==> src/shared/watchdog_pkg.sv <==
// package: watchdog register map, field layout, state types and timing constants
package watchdog_pkg;

  localparam int unsigned APB_ADDR_W = 12;
  localparam int unsigned APB_DATA_W = 32;
  localparam int unsigned STRB_W = 4;
  localparam int unsigned TICK_W = 14;
  localparam int unsigned WORD_SHIFT = 2;

  // register indices; a register's byte address is four times its index
  localparam logic [APB_ADDR_W-1:0] CONTROL_INDEX = 12'h000;
  localparam logic [APB_ADDR_W-1:0] STATUS_INDEX = 12'h001;
  localparam logic [APB_ADDR_W-1:0] CONTROL_ADDR = CONTROL_INDEX << WORD_SHIFT;
  localparam logic [APB_ADDR_W-1:0] STATUS_ADDR = STATUS_INDEX << WORD_SHIFT;

  // status field positions
  localparam int unsigned LOCK_BIT = 7;
  localparam int unsigned BUSY_BIT = 0;

  // reset values
  localparam logic [7:0] CONTROL_RESET = 8'h00;
  localparam logic [7:0] STATUS_RESET = 8'h00;

  // time-out codes
  localparam logic [3:0] CODE_OFF = 4'h0;
  localparam logic [3:0] CODE_MAX = 4'hB;
  localparam logic [3:0] CODE_ONE = 4'h1;

  // timing counts
  localparam logic [TICK_W-1:0] TIMEOUT_BASE_TICKS = 14'h0008;
  localparam logic [1:0] SYNC_TICKS = 2'h2;
  localparam logic [2:0] UNLOCK_WINDOW_CYCLES = 3'h4;

  typedef struct packed {
    logic [3:0] window;
    logic [3:0] period;
  } control_type;

  typedef enum logic [1:0] {
    PHASE_OFF = 2'b00,
    PHASE_FIRST = 2'b01,
    PHASE_CLOSED = 2'b10,
    PHASE_OPEN = 2'b11
  } phase_type;

  typedef struct packed {
    phase_type phase;
    logic [TICK_W-1:0] count;
    logic expire;
  } counter_state_type;

  typedef struct packed {
    control_type control;
    control_type active;
    logic lock;
    logic busy;
    logic boot_loaded;
    logic [1:0] sync_cnt;
    logic restart_pending;
    logic [1:0] restart_cnt;
    logic restart_fire;
    logic [2:0] unlock_cnt;
    logic osc_meta;
    logic osc_sync;
    logic osc_prev;
    logic pready;
    logic pslverr;
    logic [APB_DATA_W-1:0] prdata;
    logic system_reset;
  } regs_type;

  function automatic logic code_valid(input logic [3:0] code);
    code_valid = (code != CODE_OFF) && (code <= CODE_MAX);
  endfunction

  function automatic logic [TICK_W-1:0] timeout_ticks(input logic [3:0] code);
    timeout_ticks = TIMEOUT_BASE_TICKS << (code - CODE_ONE);
  endfunction

endpackage

==> src/logic/watchdog_regs.sv <==
// watchdog control and status registers on APB with oscillator crossing
// Behaviour
// - upper control field sets closed window length
// - lower field 1 to B enables, sets time-out
// - in window mode lower field sets open window
// - lock set makes control writes ignored
// - software can only set the lock
// - only debug mode clears the lock
// - nonzero boot period sets lock automatically
// - lock write needs timed unlock first
// - control write raises busy until crossed
// - busy is read-only and freely readable
// - control reset value comes from boot fuse
// - restart starts new period; expiry resets system
// - restart in closed window resets system
`timescale 1ns/100ps
module watchdog_regs
  import watchdog_pkg::*;
#(
  parameter logic [2:0] UNLOCK_CYCLES = UNLOCK_WINDOW_CYCLES
)
(
  // clock, reset and freeze
  input wire logic pclk,
  input wire logic presetn,
  input wire logic ce,
  // apb slave
  input wire logic psel,
  input wire logic penable,
  input wire logic pwrite,
  input wire logic [APB_ADDR_W-1:0] paddr,
  input wire logic [APB_DATA_W-1:0] pwdata,
  input wire logic [STRB_W-1:0] pstrb,
  output logic pready,
  output logic [APB_DATA_W-1:0] prdata,
  output logic pslverr,
  // watchdog oscillator pin
  input wire logic wdt_osc,
  // boot and core side
  input wire control_type watchdog_boot_fuse,
  input wire logic boot_done,
  input wire logic debug_mode,
  input wire logic timed_change_unlock,
  input wire logic watchdog_restart_instruction,
  // reset request to the system
  output logic system_reset
);

  regs_type q;
  regs_type d;
  logic osc_tick;
  logic setup;
  logic complete;
  logic hit_control;
  logic hit_status;
  logic wr_ok;
  logic unlock_open;
  logic protected_access;
  logic ctrl_write;
  logic lock_write;
  logic boot_event;
  logic lock_set;
  logic expire;

  assign osc_tick = q.osc_sync & ~q.osc_prev;
  assign setup = psel & ~penable;
  assign complete = psel & penable & q.pready;
  assign hit_control = (paddr == CONTROL_ADDR);
  assign hit_status = (paddr == STATUS_ADDR);
  assign wr_ok = complete & pwrite & pstrb[0];
  assign unlock_open = (q.unlock_cnt != 3'h0);
  assign protected_access = wr_ok & (hit_control | hit_status) & unlock_open;
  // writes during busy are dropped, so a half-crossed value never mixes
  assign ctrl_write = wr_ok & hit_control & unlock_open & ~q.lock & ~q.busy;
  assign lock_write = wr_ok & hit_status & unlock_open & pwdata[LOCK_BIT];
  assign boot_event = ~q.boot_loaded & boot_done;
  assign lock_set = lock_write | (boot_event & (watchdog_boot_fuse.period != CODE_OFF));

  assign pready = q.pready;
  assign prdata = q.prdata;
  assign pslverr = q.pslverr;
  assign system_reset = q.system_reset;

  always_comb
  begin
    d = q;
    d.osc_meta = wdt_osc;
    d.osc_sync = q.osc_meta;
    d.osc_prev = q.osc_sync;
    d.restart_fire = 1'b0;
    d.system_reset = expire;

    // apb: answer in the first access cycle, data latched at setup
    if (setup)
    begin
      d.pready = 1'b1;
      d.pslverr = 1'b0;
      d.prdata = '0;
      if (hit_control)
        d.prdata[7:0] = q.control;
      else if (hit_status)
      begin
        d.prdata[LOCK_BIT] = q.lock;
        d.prdata[BUSY_BIT] = q.busy;
      end
      else
        d.pslverr = 1'b1;
    end
    else if (complete)
    begin
      d.pready = 1'b0;
      d.pslverr = 1'b0;
    end

    // timed unlock opens a short window consumed by one protected write
    if (timed_change_unlock)
      d.unlock_cnt = UNLOCK_CYCLES;
    else if (protected_access)
      d.unlock_cnt = 3'h0;
    else if (unlock_open)
      d.unlock_cnt = q.unlock_cnt - 3'h1;

    // fuse value is caught once, after reset release, when boot is done
    if (boot_event)
    begin
      d.control = watchdog_boot_fuse;
      d.active = watchdog_boot_fuse;
      d.boot_loaded = 1'b1;
    end
    else if (ctrl_write)
    begin
      d.control = control_type'(pwdata[7:0]);
      d.busy = 1'b1;
      d.sync_cnt = 2'h0;
    end
    else if (q.busy && osc_tick)
    begin
      if (q.sync_cnt == SYNC_TICKS - 2'h1)
      begin
        d.active = q.control;
        d.busy = 1'b0;
      end
      else
        d.sync_cnt = q.sync_cnt + 2'h1;
    end

    // set wins over the debug clear in the same cycle
    d.lock = (q.lock & ~debug_mode) | lock_set;

    // restart crosses on the second tick; a second one meanwhile is dropped
    if (q.restart_pending)
    begin
      if (osc_tick)
      begin
        if (q.restart_cnt == SYNC_TICKS - 2'h1)
        begin
          d.restart_pending = 1'b0;
          d.restart_fire = 1'b1;
        end
        else
          d.restart_cnt = q.restart_cnt + 2'h1;
      end
    end
    else if (watchdog_restart_instruction)
    begin
      d.restart_pending = 1'b1;
      d.restart_cnt = 2'h0;
    end
  end

  always_ff @(posedge pclk or negedge presetn)
  begin
    if (!presetn)
    begin
      q <= '0;
      q.control <= CONTROL_RESET;
      q.active <= CONTROL_RESET;
      q.lock <= STATUS_RESET[LOCK_BIT];
      q.busy <= STATUS_RESET[BUSY_BIT];
      // prev starts high, but sync starts low: a pin already high at release still gives one tick
      q.osc_prev <= 1'b1;
    end
    else if (ce)
      q <= d;
  end

  watchdog_counter counter_inst (
    .pclk(pclk),
    .presetn(presetn),
    .ce(ce),
    .tick(osc_tick),
    .restart(q.restart_fire),
    .halt(debug_mode),
    .cfg(q.active),
    .expire(expire)
  );
endmodule // watchdog_regs

==> src/logic/watchdog_counter.sv <==
// watchdog time-out counter stepped by oscillator ticks
`timescale 1ns/100ps
module watchdog_counter
  import watchdog_pkg::*;
(
  // clock and reset
  input wire logic pclk,
  input wire logic presetn,
  input wire logic ce,
  // oscillator domain events
  input wire logic tick,
  input wire logic restart,
  input wire logic halt,
  // settings already crossed into the oscillator domain
  input wire control_type cfg,
  // time-out result
  output logic expire
);

  counter_state_type q;
  counter_state_type d;
  logic running;
  logic window_on;
  logic [TICK_W-1:0] limit;
  logic [TICK_W-1:0] next_count;

  // reserved codes behave as off so a bad write cannot arm odd lengths
  assign running = code_valid(cfg.period);
  assign window_on = code_valid(cfg.window);
  assign limit = (q.phase == PHASE_CLOSED) ? timeout_ticks(cfg.window)
                                           : timeout_ticks(cfg.period);
  assign next_count = q.count + 14'h0001;
  assign expire = q.expire;

  always_comb
  begin
    d = q;
    d.expire = 1'b0;
    if (halt)
    begin
      // after a halt the first period is a plain time-out, closed window skipped
      d.count = '0;
      d.phase = running ? PHASE_FIRST : PHASE_OFF;
    end
    else if (!running)
    begin
      d.count = '0;
      d.phase = PHASE_OFF;
    end
    else if (restart)
    begin
      d.count = '0;
      case (q.phase)
        PHASE_CLOSED:
        begin
          d.expire = 1'b1;
          d.phase = PHASE_FIRST;
        end
        default:
          d.phase = window_on ? PHASE_CLOSED : PHASE_FIRST;
      endcase
    end
    else if (!window_on && (q.phase == PHASE_CLOSED || q.phase == PHASE_OPEN))
    begin
      d.count = '0;
      d.phase = PHASE_FIRST;
    end
    else if (q.phase == PHASE_OFF)
    begin
      d.count = '0;
      d.phase = PHASE_FIRST;
    end
    else if (tick)
    begin
      if (next_count >= limit)
      begin
        d.count = '0;
        if (q.phase == PHASE_CLOSED)
          d.phase = PHASE_OPEN;
        else
        begin
          d.expire = 1'b1;
          d.phase = PHASE_FIRST;
        end
      end
      else
        d.count = next_count;
    end
  end

  always_ff @(posedge pclk or negedge presetn)
  begin
    if (!presetn)
      q <= '0;
    else if (ce)
      q <= d;
  end
endmodule // watchdog_counter

==> config.mk <==
export PLATFORM = sky130hd
export DESIGN_NAME = watchdog_regs
export DESIGN_NICKNAME = d
export VERILOG_FILES = /design/src/shared/watchdog_pkg.sv /design/src/logic/watchdog_regs.sv /design/src/logic/watchdog_counter.sv
export SDC_FILE = /design/constraint.sdc
export NUM_CORES = 1
export LEC_CHECK = 0
export BUFFER_PORTS_ARGS = -buffer_cell sky130_fd_sc_hd__buf_2
export CAP_MARGIN = 0
export CORE_ASPECT_RATIO = 1.4
export CORE_MARGIN = 3
export CORE_UTILIZATION = 53
export DETAILED_ROUTE_END_ITERATION = 8
export PLACE_DENSITY_LB_ADDON = 0.08
export SETUP_SLACK_MARGIN = 0.02
export SLEW_MARGIN = 0
export SYNTH_ARGS = -nofsm -noshare
export SYNTH_HDL_FRONTEND = slang
export SYNTH_SLANG_ARGS = --single-unit
export TNS_END_PERCENT = 10
==> constraint.sdc <==
create_clock -name pclk -period 3.5 [get_ports pclk]
set_input_delay 0.175 -clock pclk [delete_from_list [all_inputs] [get_ports pclk]]
set_output_delay 0.175 -clock pclk [all_outputs]
set_load 0.05 [all_outputs]
# Word-level counts from Yosys, hierarchy flattened
# Cells that the tools add are included.
# W data, S select, Z words.
# op_classes
add_sub_neg,6
mul,0
div_mod_pow,0
magnitude_cmp,3
n_eq_ne,11
shifts,2
mux,50
bitwise_logic,28
n_reduce_logical,31
# op_table
operator,n
$mux W16,5
$mux W17,2
$mux W8,4
$mux W14,2
$shl A4 B4 Y14 const A,2
$mux W1,20
$mux W2,10
$and A1 B1 Y1,18
$reduce_and A4 Y1,4
$mux W3,5
$add A14 B1 Y14 const B,1
$ge A14 B14 Y1,1
$reduce_bool A2 Y1,7
$eq A12 B3 Y1 const B,1
$logic_not A12 Y1,1
$ne A6 B6 Y1 const B,2
$reduce_and A2 Y1,6
$reduce_bool A4 Y1,3
$le A4 B4 Y1 const B,2
$sub A4 B1 Y4 const B,2
$not A1 Y1,7
$mux W6,1
$reduce_bool A3 Y1,2
$add A2 B1 Y2 const B,2
other kinds (12),21
# word_totals
ff_bits,59
latch_bits,0
ram_bits,0
mem_bits_ro,0
inputBits,67
output_inout_bits,35
wordCells,153
mem_count,0

# Logic depth before layout (Yosys ltp)
# depth
word_depth,11
ltp_mapped,13
depth_no_buf,11

# Modules after synthesis
# A second synthesis with hierarchy kept.
# hier_totals
cells_unflattened,427
area_unflattened_um2,3928.8
# modules_own_cells
module,instances,cells_per_inst,area_per_inst_um2,seq_area_each_um2
watchdog_regs,1,246,2379.8,1052.3
watchdog_counter,1,181,1549.0,425.4

# Worst setup path before layout
# Ideal clock, no wire load.
# synth_timing
kind,reg-to-reg
start,register counter_inst.q[1] (netlist name)
end,register counter_inst.q[3] (netlist name)
setup_ns,0.079
arrival_ns,2.893
t_required_ns,3.421
slack_ns,0.528
stages_incl_launch_ff,14
path_buffers,2
period_less_slack_ns,2.972
cell_sequence,dfrtp_1 ha_1 and4_1 and4_1 clkbuf_1 nand3_1 xnor2_1 ha_1 nand4_1 o221ai_1 nor3_2 clkbuf_1 nand3_1 mux2i_1
# synth_via
elab_chain_cells,9
# synth_lines
element,line_no,rtl
"start, declared",watchdog_counter.sv:20,counter_state_type q;
"start signal, assigned",watchdog_counter.sv:94,q <= '0;
"start signal, assigned",watchdog_counter.sv:96,q <= d;
$add A14 B1 Y14 (*),watchdog_counter.sv:32,assign next_count = q.count + 14'h0001;
$ge A14 B14 Y1,watchdog_counter.sv:75,if (next_count >= limit)
$mux W14 (*),watchdog_counter.sv:75,
$mux W17 (*),watchdog_counter.sv:73,else if (tick)
$mux W16 (*),watchdog_counter.sv:68,else if (q.phase == PHASE_OFF)
$mux W16 (*),watchdog_counter.sv:63,else if (!window_on && (q.phase == PHASE_CLOSED || q.phase == PHASE_OPEN))
$mux W17 (*),watchdog_counter.sv:50,else if (restart)
$mux W16 (*),watchdog_counter.sv:45,else if (!running)
$mux W16 (*),watchdog_counter.sv:39,if (halt)
# Every way passes the cells marked *; elsewhere a longest branch is shown, timed or not. The select of a mux whose other input is x is not followed.
# A chain may end at the register's enable or synchronous reset.

# Final worst setup path
# layout_timing
start,register counter_inst.q[1] (netlist name)
end,"register counter_inst.q, in the netlist counter_inst.expire"
# layout_via
elab_chain_cells,9
# layout_lines
element,line_no
$add A14 B1 Y14,watchdog_counter.sv:32
$ge A14 B14 Y1,watchdog_counter.sv:75
$mux W1,watchdog_counter.sv:75
$mux W17,watchdog_counter.sv:73
$mux W1,watchdog_counter.sv:68
$mux W1,watchdog_counter.sv:63
$mux W17,watchdog_counter.sv:50
$mux W1,watchdog_counter.sv:45
$mux W1,watchdog_counter.sv:39
# Every way passes these cells. The select of a mux whose other input is x is not followed.

==> out/metrics.cfg <==
[place]
gp_congestion=0.775
dp.cells=522
dpl.hpwl_um=5520
port_buffers=50

[sta]
slew_violations=0
fin_skew_ns=0.00821
finalSetupViolCount=0
fin_crit_sh=0.902
fmax_mhz=317
fin_crit_ns=3.16
fin_setup_tns_ns=0
timing.hold.ws_ns=0.0671
worstMarginPinSlew_ns=0.996
maxSlewHeadroom=0.332
rsz0062_at_grt=false
hold_viol=0

[floorplanning]
num_rows=35
core_region_area_mm2=0.00670
die_h_um=105
pin_count=102
die_area_mm2=0.00812
fp.dieW_um=77.0
start_util=0.559

[global_route]
grt_overflow_total=0
grt_pass1_vias=2884
grt_max_degree=34
grt_antenna_before_repair=0
grt_use_total=0.192
grt_pass1_wl_um=12700

[logic_synthesis]
yosys_most_used_dff=dfrtp_1
async_flop_share=1.00
synth_top_area_frac=0.388
synth_top_area_cell=dfrtp_1
synth_cells=402
synth_warnings=0
post_synth.cell_area_avg_um2=9.31
synthTopCellsByArea=dfrtp_1 39%, nand2_1 7.7%, buf_4 6.8%
ys_ff_latch=59
synth-edff-count=0
syn-cell-area_mm2=0.00374
seq_area_frac_synth=0.395
synth_cell_types=52

[finish]
instances_no_fill=539
syn2layout_area_growth_pct=9.96
drive_gt1_frac=0.221
multiInputGateArea_mm2=0.00200
nNetsFinal=526
antennaDiodeCount=0
final.fill_count=598
seqCellArea_mm2=0.00148

[critical_path]
arrival_ns=3.43
crit_type=register to register
crit_required_ns=3.77
endpoint_kind=register
slowest_stage=dfrtp_1
crit_path_max_fanout=18
critPathTopFamily=simple AND/OR/NAND/NOR gates
reg2reg_depth=12
critPathBufInv=1
worstSetupStartpointType=register
cp.depth=12
worst_path_largest_cell_delay_ns=0.42
path_cells=ha_1, and4_1, and4_1, nand3_1, xnor2_1, ha_1, nand4_1, a2111oi_2, nor3_2, buf_12, a2111oi_0, o221a_2

[routing]
wl_per_cell_um=13.8
avgViaCountPerCell=5.40
dr_wl_met3_um=277
finalWirelength_um=7420
highest_layer=met4
drtIter0Drc=80
wirelength_met1_um=3310
drtPass1Iterations=4
route.detailed.drc=0
wl_met2_um=3660
drtAntennaViolNets=0
vias=2910

[cts]
cts_buffer_depth=2
clock_latency_ns=0.33
cts_sinks=59
htreeDepth=3
cts_made_buffers=9
clockRootBuffer=clkbuf_8
clk_pin_slew_ns=0.07
cts_tree=built

[power]
ir_drop_mv=0.333
powerDensity_mw_per_mm2=465
leakagePower_uw=0.00199

[run]
max_cap_violations=0

[run_status]
status=finished, final reports clean

[worst_hold_path]
min_path_cells=2
min_path_type=input port to register

[power by group]
part	leakage [µW]	switching (µW)	internal, µW	total (µW)
registers	0.000766	74.9	763	838
clock network	0.0000851	267	272	539
logic	0.00114	321	216	536
total	0.00199	662	1250	1910
[synth_stat cells (2+ instances only)]
cell type / number
a21o_1: 6
xnor2_1: 7
nand3_1: 14
a32o_1: 9
nand2b_1: 8
and3_1: 4
o31ai_1: 5
nor3_1: 9
nor2_1: 7
mux2_2: 15
a31oi_1: 3
or2_2: 3
dfrtp_1: 58
o22ai_1: 3
a21oi_1: 14
and4_1: 2
a22o_1: 9
buf_1: 3
o21ai_0: 17
a2111oi_0: 2
ha_1: 17
clkbuf_1: 12
nor3b_1: 2
nor4_1: 4
mux2i_1: 8
buf_4: 34
nand4_1: 4
nand2_1: 77
nor2b_1: 6
xor2_1: 3
nand3b_1: 5
o211ai_1: 2
inv_1: 10
mux2_1: 2
[cells by family (layout without fill, tap and decap cells)]
kind of cell / after synthesis / after routing / synth area share
and+or+nand+nor: 149 / 149 / 0.195
adders and majority gates: 17 / 17 / 0.0568
buffers and inverters: 60 / 82 / 0.0946
AOI/OAI and AO/OA: 81 / 81 / 0.162
DFF: 59 / 59 / 0.395
muxes: 25 / 25 / 0.0725
xor gates and xnor gates: 10 / 10 / 0.0234
other: 1 / 24 / 0.00100
[sequential cells by signal, indices dropped and copies added (netlist names)]
name	cells
q	29
counter_inst.q	16
prdata	8
d	2
counter_inst.expire	1
pready	1
pslverr	1
system_reset	1
[stage by stage]
step	worst slack, ns	power [µW]	util	area [µm²]
after floorplan	0.528	1240	-	3830
after detailed placement	0.282	1380	0.586	3930
after global placement	0.301	1360	0.586	3930
final	0.342	1910	0.614	4120
after CTS	0.219	1930	0.613	4110
after global routing	0.113	2040	0.614	4120
[metal layers]
| layer | vias up | GRT usage |
|---|---|---|
| met1 | 1373 | 0.234 |
| met4 | 0 | 0.0891 |
| met3 | 14 | 0.0325 |
| met2 | 66 | 0.330 |
| met5 | - | 0 |
| li1 | 1457 | - |
[worst paths after layout]
check                             startpoint             endpoint  slack [ns]
max                        counter_inst.q[1]  counter_inst.expire        0.34
min                                  wdt_osc                d[36]        0.07
max reg2reg                counter_inst.q[1]  counter_inst.expire        0.34
min reg2reg                        prdata[7]            prdata[7]        0.48
max in group asynchronous            presetn   counter_inst.q[15]        2.22
min in group asynchronous            presetn                q[62]        0.45
[timing repair]
item | in CTS | in global routing
endpoints found under the setup margin | 0 | 3
resized for setup | 0 | 4
endpoints found under the hold margin | 31 | 0
hold buffers | 1 | 0
setup buffers | 0 | 0
[layout make-up]
cell class,count,share of cell area
clock inverters,5,0.00729
flip-flops and latches,59,0.359
well taps,92,0.0280
clock buffers,11,0.0343
multi-input cells,306,0.487
repair buffers,56,0.0754
inverters,10,0.00912
[cells in the final DEF, fill, tap and decap left out, drive strengths merged, types with 3 or more instances in the layout]
cell type,instances
conb,24
o31ai,5
o22ai,3
mux2,17
nor2,7
nand2,77
a22o,9
nor3,10
nor4,5
a32o,9
nand2b,8
a21oi,15
and3,4
xor2,3
clkbuf,11
a21o,6
nor2b,6
buf,55
nand3b,5
mux2i,8
ha,17
or2,3
nand4,4
nand3,14
a31oi,4
inv,10
clkinv,3
o21ai,18
dfrtp,58
xnor2,7
Power figures use the tool's default switching activity.
